==> src/hdl/gtm_regs.svh <==
// Purpose: Named constants for the four-channel general timer
// Assumes: Included by the package and the design modules
// Notes:   Definitions only, guarded against double inclusion
`ifndef GTM_REGS_SVH
`define GTM_REGS_SVH

// ----------------------------------------------------------------
// Widths and counts
// ----------------------------------------------------------------
`define GTM_CNT_W         16
`define GTM_PRE_W         7
`define GTM_SEL_W         3
`define GTM_NCH           4
`define GTM_PACC_CH       3

// ----------------------------------------------------------------
// Values
// ----------------------------------------------------------------
`define GTM_CNT_ZERO      16'h0000
`define GTM_CNT_ONE       16'h0001
`define GTM_CNT_MAX       16'hFFFF
`define GTM_PRE_ZERO      7'h00
`define GTM_PRE_ONE       7'h01
`define GTM_PRE_ONES      7'h7F
`define GTM_SEL_DIV1      3'h0
`define GTM_SEL_DIV2      3'h1
// Gated accumulation advances on the divide-by-64 prescaler stage
`define GTM_PACC_GATE_SEL 3'h6

`endif

==> src/hdl/gtm_pkg.sv <==
// Purpose: Types shared by the general timer modules
// Assumes: gtm_regs.svh supplies the widths
// Notes:   Enum codes follow declaration order from zero
`include "gtm_regs.svh"

package gtm_pkg;

    // ------------------------------------------------------------
    // Channel and accumulator modes
    // ------------------------------------------------------------
    typedef enum logic {GTM_CAPTURE, GTM_COMPARE} gtm_mode_type;
    typedef enum logic [1:0] {
        GTM_EDGE_NONE,
        GTM_EDGE_RISE,
        GTM_EDGE_FALL,
        GTM_EDGE_BOTH
    } gtm_edge_type;
    typedef enum logic [1:0] {
        GTM_ACT_NONE,
        GTM_ACT_TOGGLE,
        GTM_ACT_CLEAR,
        GTM_ACT_SET
    } gtm_act_type;
    typedef enum logic {GTM_PACC_EVENT, GTM_PACC_GATED} gtm_pacc_type;

    // ------------------------------------------------------------
    // Configuration carriers
    // ------------------------------------------------------------
    typedef struct packed {
        gtm_mode_type               mode;
        gtm_edge_type               edge_sel;
        gtm_act_type                act;
        logic [`GTM_CNT_W-1:0]      compare;
    } gtm_chan_cfg_type;

    typedef struct packed {
        logic                       en;
        gtm_pacc_type               mode;
        logic                       active_low;
    } gtm_pacc_cfg_type;

endpackage

==> src/hdl/gtm_chan.sv <==
// Purpose: One timer channel: pin synchroniser, capture and compare
// Assumes: Counter value, next value and tick come from the top
// Notes:   Pin output only drives while the channel is in compare mode
`include "gtm_regs.svh"

module gtm_chan (
    input  wire logic                         clk_i,
    input  wire logic                         rst_i,
    input  wire gtm_pkg::gtm_chan_cfg_type    cfg_i,
    input  wire logic [`GTM_CNT_W-1:0]        cnt_i,
    input  wire logic [`GTM_CNT_W-1:0]        cnt_nxt_i,
    input  wire logic                         tick_i,
    input  wire logic                         pin_i,
    input  wire logic                         flag_clr_i,
    output logic      [`GTM_CNT_W-1:0]        capture_o,
    output logic                              flag_o,
    output logic                              pin_o,
    output logic                              pin_oe_o,
    output logic                              level_o,
    output logic                              rise_o,
    output logic                              fall_o
);
    import gtm_pkg::*;

    logic                  s1_q, s2_q, s3_q;
    logic                  filt_q, rise_q, fall_q;
    logic [`GTM_CNT_W-1:0] cap_q;
    logic                  flag_q, pin_q, oe_q;
    wire                   agree_w;
    wire                   cap_hit_w;
    wire                   cmp_hit_w;
    logic                  pin_d;

    // ------------------------------------------------------------
    // Synchroniser and edge detection
    // ------------------------------------------------------------
    // Level only moves once stages two and three agree
    assign agree_w = (s2_q == s3_q);

    // Three stages; the first feeds only the second. Pins idle high on
    // their pull-ups, so reset to that level to avoid a false rise
    always_ff @(posedge clk_i or posedge rst_i) begin
        if (rst_i) begin
            s1_q   <= 1'b1;
            s2_q   <= 1'b1;
            s3_q   <= 1'b1;
            filt_q <= 1'b1;
            rise_q <= 1'b0;
            fall_q <= 1'b0;
        end else begin
            s1_q   <= pin_i;
            s2_q   <= s1_q;
            s3_q   <= s2_q;
            filt_q <= agree_w ? s3_q : filt_q;
            rise_q <= agree_w && s3_q && !filt_q;
            fall_q <= agree_w && !s3_q && filt_q;
        end
    end

    // ------------------------------------------------------------
    // Capture and compare decode
    // ------------------------------------------------------------
    // Selected edge in capture mode
    assign cap_hit_w = (cfg_i.mode == GTM_CAPTURE) &&
                       ((cfg_i.edge_sel[0] && rise_q) ||
                        (cfg_i.edge_sel[1] && fall_q));
    // Match when the counter steps onto the compare value
    assign cmp_hit_w = (cfg_i.mode == GTM_COMPARE) && tick_i &&
                       (cnt_nxt_i == cfg_i.compare);

    // Pin action on a match
    always_comb begin
        pin_d = pin_q;
        if (cmp_hit_w) begin
            case (cfg_i.act)
                GTM_ACT_TOGGLE: pin_d = !pin_q;
                GTM_ACT_CLEAR:  pin_d = 1'b0;
                GTM_ACT_SET:    pin_d = 1'b1;
                default:        pin_d = pin_q;
            endcase
        end
    end

    // Registers; a new event beats a clear in the same cycle
    always_ff @(posedge clk_i or posedge rst_i) begin
        if (rst_i) begin
            cap_q  <= `GTM_CNT_ZERO;
            flag_q <= 1'b0;
            pin_q  <= 1'b0;
            oe_q   <= 1'b0;
        end else begin
            if (cap_hit_w) begin
                cap_q <= cnt_i;
            end
            flag_q <= cap_hit_w || cmp_hit_w || (flag_q && !flag_clr_i);
            pin_q  <= pin_d;
            oe_q   <= (cfg_i.mode == GTM_COMPARE);
        end
    end

    assign capture_o = cap_q;
    assign flag_o    = flag_q;
    assign pin_o     = pin_q;
    assign pin_oe_o  = oe_q;
    assign level_o   = filt_q;
    assign rise_o    = rise_q;
    assign fall_o    = fall_q;
endmodule

==> src/hdl/gtm_timer.sv <==
// Purpose: Four-channel general timer with pulse accumulator
// Assumes: Single clock; configuration arrives on plain ports
// Notes:   Divide select n gives a counter tick every 2^n clocks
`include "gtm_regs.svh"

module gtm_timer (
    input  wire logic                                   clk_i,
    input  wire logic                                   rst_i,
    input  wire logic                                   enable_i,
    input  wire logic [`GTM_SEL_W-1:0]                  prescale_sel_i,
    input  wire gtm_pkg::gtm_chan_cfg_type [`GTM_NCH-1:0] chan_cfg_i,
    input  wire logic [`GTM_NCH-1:0]                    chan_flag_clr_i,
    input  wire logic                                   ovf_clr_i,
    input  wire gtm_pkg::gtm_pacc_cfg_type              pacc_cfg_i,
    input  wire logic                                   pacc_clr_i,
    input  wire logic [`GTM_NCH-1:0]                    pin_i,
    output logic      [`GTM_NCH-1:0]                    pin_o,
    output logic      [`GTM_NCH-1:0]                    pin_oe_o,
    output logic      [`GTM_CNT_W-1:0]                  count_o,
    output logic      [`GTM_NCH-1:0][`GTM_CNT_W-1:0]    capture_o,
    output logic      [`GTM_NCH-1:0]                    chan_flag_o,
    output logic                                        ovf_flag_o,
    output logic      [`GTM_CNT_W-1:0]                  pacc_count_o,
    output logic                                        pacc_ovf_o
);
    import gtm_pkg::*;

    logic [`GTM_PRE_W-1:0] presc_q;
    logic [`GTM_CNT_W-1:0] cnt_q;
    logic                  ovf_q;
    logic [`GTM_CNT_W-1:0] pacc_q;
    logic                  pacc_ovf_q;
    wire                   tick_w;
    wire                   gate_tick_w;
    wire                   wrap_w;
    wire  [`GTM_CNT_W-1:0] cnt_nxt_w;
    wire  [`GTM_NCH-1:0]   level_w, rise_w, fall_w;
    wire                   gate_on_w;
    wire                   pacc_evt_w;
    wire                   pacc_inc_w;
    wire                   pacc_wrap_w;

    // ------------------------------------------------------------
    // Helpers
    // ------------------------------------------------------------
    // Tick when the low sel bits of the prescaler are all ones
    function automatic logic presc_tick(input logic [`GTM_PRE_W-1:0] c,
                                        input logic [`GTM_SEL_W-1:0] s);
        logic [`GTM_PRE_W-1:0] m;
        m = ~(`GTM_PRE_ONES << s);
        return (c & m) == m;
    endfunction

    function automatic logic [`GTM_CNT_W-1:0] inc16(
        input logic [`GTM_CNT_W-1:0] v);
        return v + `GTM_CNT_ONE;
    endfunction

    // ------------------------------------------------------------
    // Prescaler and main counter
    // ------------------------------------------------------------
    // Seven-stage prescaler taps select the counter rate
    assign tick_w      = enable_i && presc_tick(presc_q, prescale_sel_i);
    assign gate_tick_w = enable_i && presc_tick(presc_q, `GTM_PACC_GATE_SEL);
    assign cnt_nxt_w   = inc16(cnt_q);
    assign wrap_w      = tick_w && (cnt_q == `GTM_CNT_MAX);

    // Prescaler restarts while disabled so the first tick is predictable
    always_ff @(posedge clk_i or posedge rst_i) begin
        if (rst_i) begin
            presc_q <= `GTM_PRE_ZERO;
        end else if (enable_i) begin
            presc_q <= presc_q + `GTM_PRE_ONE;
        end else begin
            presc_q <= `GTM_PRE_ZERO;
        end
    end

    // Counter and sticky overflow; overflow beats a clear
    always_ff @(posedge clk_i or posedge rst_i) begin
        if (rst_i) begin
            cnt_q <= `GTM_CNT_ZERO;
            ovf_q <= 1'b0;
        end else begin
            if (tick_w) begin
                cnt_q <= cnt_nxt_w;
            end
            ovf_q <= wrap_w || (ovf_q && !ovf_clr_i);
        end
    end

    // ------------------------------------------------------------
    // Channels
    // ------------------------------------------------------------
    // Independent channels share the counter, so capture and compare
    // run together
    for (genvar i = 0; i < `GTM_NCH; i++) begin : g_ch
        gtm_chan u_chan (
            .clk_i      (clk_i),
            .rst_i      (rst_i),
            .cfg_i      (chan_cfg_i[i]),
            .cnt_i      (cnt_q),
            .cnt_nxt_i  (cnt_nxt_w),
            .tick_i     (tick_w),
            .pin_i      (pin_i[i]),
            .flag_clr_i (chan_flag_clr_i[i]),
            .capture_o  (capture_o[i]),
            .flag_o     (chan_flag_o[i]),
            .pin_o      (pin_o[i]),
            .pin_oe_o   (pin_oe_o[i]),
            .level_o    (level_w[i]),
            .rise_o     (rise_w[i]),
            .fall_o     (fall_w[i])
        );
    end

    // ------------------------------------------------------------
    // Pulse accumulator on channel three
    // ------------------------------------------------------------
    // Only the channel three pin feeds the accumulator
    assign gate_on_w  = level_w[`GTM_PACC_CH] ^ pacc_cfg_i.active_low;
    assign pacc_evt_w = pacc_cfg_i.active_low ? fall_w[`GTM_PACC_CH]
                                              : rise_w[`GTM_PACC_CH];
    // Event count or gated time
    assign pacc_inc_w = pacc_cfg_i.en &&
        ((pacc_cfg_i.mode == GTM_PACC_EVENT) ? pacc_evt_w
                                             : (gate_on_w && gate_tick_w));
    assign pacc_wrap_w = pacc_inc_w && (pacc_q == `GTM_CNT_MAX);

    // Clear restarts the count; a wrap in that cycle still sets overflow
    always_ff @(posedge clk_i or posedge rst_i) begin
        if (rst_i) begin
            pacc_q     <= `GTM_CNT_ZERO;
            pacc_ovf_q <= 1'b0;
        end else begin
            if (pacc_clr_i) begin
                pacc_q <= `GTM_CNT_ZERO;
            end else if (pacc_inc_w) begin
                pacc_q <= inc16(pacc_q);
            end
            pacc_ovf_q <= pacc_wrap_w || (pacc_ovf_q && !pacc_clr_i);
        end
    end

    assign count_o      = cnt_q;
    assign ovf_flag_o   = ovf_q;
    assign pacc_count_o = pacc_q;
    assign pacc_ovf_o   = pacc_ovf_q;
endmodule
==> config.mk <==
export PLATFORM = sky130hd
export DESIGN_NAME = gtm_timer
export DESIGN_NICKNAME = d
export VERILOG_FILES = /design/src/hdl/gtm_pkg.sv /design/src/hdl/gtm_chan.sv /design/src/hdl/gtm_timer.sv
export VERILOG_INCLUDE_DIRS = /design/src /design/src/hdl
export SDC_FILE = /design/constraint.sdc
export NUM_CORES = 1
export LEC_CHECK = 0
export ABC_AREA = 1
export BUFFER_PORTS_ARGS = -buffer_cell sky130_fd_sc_hd__buf_2
export CAP_MARGIN = 20
export CORE_MARGIN = 5
export CORE_UTILIZATION = 25
export CTS_CLUSTER_DIAMETER = 120
export DETAILED_ROUTE_END_ITERATION = 8
export PLACE_DENSITY = 0.52
export SETUP_SLACK_MARGIN = 0.15
export SLEW_MARGIN = 10
export SYNTH_ARGS = -nofsm -noshare
export SYNTH_HDL_FRONTEND = slang
export SYNTH_SLANG_ARGS = --single-unit
==> constraint.sdc <==
create_clock -name clk_i -period 6.5 [get_ports clk_i]
set_clock_uncertainty 0.15 [all_clocks]
set_input_delay 1.3 -clock clk_i [delete_from_list [all_inputs] [get_ports clk_i]]
set_output_delay 1.3 -clock clk_i [all_outputs]
set_load 0.05 [all_outputs]
==> summary.txt <==
Outcome = completed
Die area = 0.0357 mm2
Synthesized netlist cell count = 1088
Boundary pin count = 213
Layout cells sized above 1 = 0.246
Post-synth EDFFs = 0
VDD IR-drop max = 0.186 mV
Final Util = 0.319
Filler cells = 3443
Top-area cell type share of the netlist area = 0.391
CP peak stage delay = 0.61 ns
Maximum number of pins on one net before global-route repair = 59
Max-slew violation count = 0
Post-layout nets = 1410
FF+latch count, synth = 141
Core area = 0.0316 mm2
Setup_tns = 0 ns
Worst-path clk slew = 0.06 ns
Net Switching = 2.01 mW
Leakage = 5.40 nW
Final worst path period share = 0.443
Area contributors post-synth = dfrtp_1 (39%), nand2_1 (18%), inv_1 (6.1%), o21ai_0 (5.9%), nand3_1 (5.6%)
P&R area growth vs syn = 26.0%
H-tree depth = 4
Buffer and inverter count on the worst path = 0
Power share of the clock group = 0.240
Initial antenna violation count = 4
Worst Setup End Kind = flop
CP max-delay cell = dfrtp_1
Buffers added on ports = 212
Clk buf depth = 2
Die H = 189 um
First-pass GRT wire length = 42000 um
GR Overflow Total = 0
Routed len/inst = 15.8 um
Vias in the first global route = 7375
Final Hold Fails = 0
Critical Path AT = 3.03 ns
Clk root buf = clkbuf_16
Switching share of total power = 0.491
CTS tree = built
CTS Hold Buffers Added = 0
Syn Std Cell Area = 0.00800 mm2
Combinational Power Share = 0.446
Final setup fails = 0
Mapped Avg Cell Area = 7.35 um2
CP Max Fanout = 11
Total track usage = 0.151
Seq/Total Area, Yosys = 0.444
Initial drt markers = 535
RSZ-0062 raised after global routing = no
Gp weighted congestion = 0.888
Post-synth cell types = 41
Net Count, Synth = 1202
Placement Rows = 65
Multi-input logic area = 0.00378 mm2
CTS resizes = 0
Startpoint types = flop
Clock latency on the worst-skew pair = 0.42 ns
Part of the power in registers = 0.314
Post-CTS setup buffers = 0
Seq. cell area = 0.00355 mm2
Worst min path class = reg -> reg
Max-slew headroom = 0.389
Ys async rst share = 1.00
Starting density of the core = 0.253
Tmin final = 2.88 ns
Clock sinks = 141
Remaining DRCs = 0
Via Count = 7540
HPWL after DPL = 21200 um
Vias per cell = 4.41
Most used cell along the critical path = nand2_1
TritonCTS Buffers = 17
Main flop type after synthesis = dfrtp_1
Cell taking the most area after synthesis = dfrtp_1
Max Fclk = 0.347 GHz
Router iterations before antenna repair = 4
Top delay family on crit path = simple AND/OR/NAND/NOR gates
Chip Width = 189 um
Power density cells = 407 mW/mm2
Pint = 2.08 mW
WL final = 27000 um
Crit-path cells = ha_1 -> nand2_2 -> nor2_8 -> nand2_1 -> nand2_1 -> nand2_1 -> nand2_1 -> nand2_1 -> nor2_1 -> nand2_1 -> nor2_2 -> nand3_1 -> nand2_1 -> nand3_1
Max-Cap Viols = 0
Synth warnings = 0
Critical Path RT = 6.65 ns
Diodes inserted = 0
Worst Max-Slew Pin Slew = 0.917 ns
DRT antenna net count = 0
Kind of critical path = reg -> reg
## metrics by stage
stage | area, um2 | worst slack, ns | instances | hold WS [ns] | power [mW]
floorplan | 8000 | 1.30 | 1088 | 0.195 | 2.60
global placement | 9440 | 3.13 | 1677 | 0.196 | 3.13
detailed placement | 9460 | 3.10 | 1678 | 0.197 | 3.15
CTS | 10000 | 3.56 | 1710 | 0.206 | 4.16
global route | 10100 | 3.34 | 1711 | 0.208 | 4.37
finish | 10100 | 3.62 | 1711 | 0.203 | 4.10
## sequential cells by signal (all words and copies together) (netlist names)
register               flops
g_ch.u_chan.s1_q           4
g_ch.u_chan.flag_o         4
g_ch.u_chan.rise_o         4
g_ch.u_chan.capture_o     64
g_ch.u_chan.level_o        4
presc_q                    7
pacc_ovf_o                 1
ovf_flag_o                 1
g_ch.u_chan.s3_q           4
g_ch.u_chan.s2_q           4
pacc_count_o              16
g_ch.u_chan.pin_oe_o       4
count_o                   16
g_ch.u_chan.pin_o          4
g_ch.u_chan.fall_o         4
## cells by family after synthesis
| family | synth area share |
|---|---|
| AO/OA/AOI/OAI | 0.0908 |
| XOR/XNOR | 0.0149 |
| adder cells (fa/ha/maj) | 0.0172 |
| buffers and inverters | 0.0833 |
| flip-flops | 0.444 |
| AND/OR/NAND/NOR | 0.350 |
## worst register-to-register path: cells and delay by family, from the launching register on
family        cells  cell delay, ns
fa+ha+maj         1            0.31
flops             1            0.61
simple gates     13            1.69
## path summary, 6_finish.rpt
kind | from | endpoint | slack [ns] | cells past startpoint
max | count_o[0] | g_ch[1].u_chan.pin_o | 3.62 | 14
min | g_ch[3].u_chan.s1_q | g_ch[3].u_chan.s2_q | 0.20 | 0
max reg2reg | count_o[0] | g_ch[1].u_chan.pin_o | 3.62 | 14
min reg2reg | g_ch[3].u_chan.s1_q | g_ch[3].u_chan.s2_q | 0.20 | 0
max in group asynchronous | rst_i | g_ch[0].u_chan.fall_o | 4.38 | 3
min in group asynchronous | rst_i | g_ch[3].u_chan.capture_o[6] | 0.72 | 2
## power by group through the flow
stage	combinational (mW)	sequential (mW)	clock [mW]
floorplan	0.677	1.92	0
global placement	1.83	1.30	0
detailed placement	1.85	1.30	0
CTS	1.85	1.29	1.02
global route	2.00	1.32	1.05
finish	1.83	1.29	0.983
## cells in the final DEF (no fill, tap or decap), types with 4 or more instances in the layout
cell type	count
a21oi_1	20
buf_2	212
buf_4	5
clkbuf_16	17
clkinv_2	4
dfrtp_1	125
dfstp_2	16
ha_1	11
inv_1	128
nand2_1	377
nand2_2	21
nand2_4	4
nand3_1	89
nand3_2	5
nand3b_1	10
nand4_1	18
nor2_1	77
nor2_2	9
nor3_1	5
o211ai_1	4
o21a_1	4
o21ai_0	95
xor2_1	9
## layout make-up
class | count | area share
Clock buffer | 19 | 0.0440
Clock inverter | 13 | 0.0140
Inverter | 133 | 0.0502
Multi-Input combinational cell | 784 | 0.375
Sequential cell | 141 | 0.352
Tap cell | 402 | 0.0499
Timing Repair Buffer | 219 | 0.114
## cells in the mapped netlist (4+ instances only)
cell      number
a21oi_1       20
buf_4         14
clkbuf_1      16
dfrtp_1      125
dfstp_2       16
ha_1          11
inv_1        129
nand2_1      377
nand2_2       21
nand2_4        4
nand3_1       89
nand3_2        5
nand3b_1      10
nand4_1       18
nor2_1        77
nor2_2         9
nor3_1         5
o211ai_1       4
o21a_1         4
o21ai_0       95
xor2_1         9
## routing by layer
metal | share of wire | track usage | up-vias
met5 | 0.0013 | 0 | -
met4 | 0.018 | 0.0412 | 8
met3 | 0.058 | 0.0433 | 31
met2 | 0.44 | 0.235 | 185
met1 | 0.48 | 0.206 | 3440
li1 | - | - | 3876
Note: power is estimated with default switching activity, not from simulation.
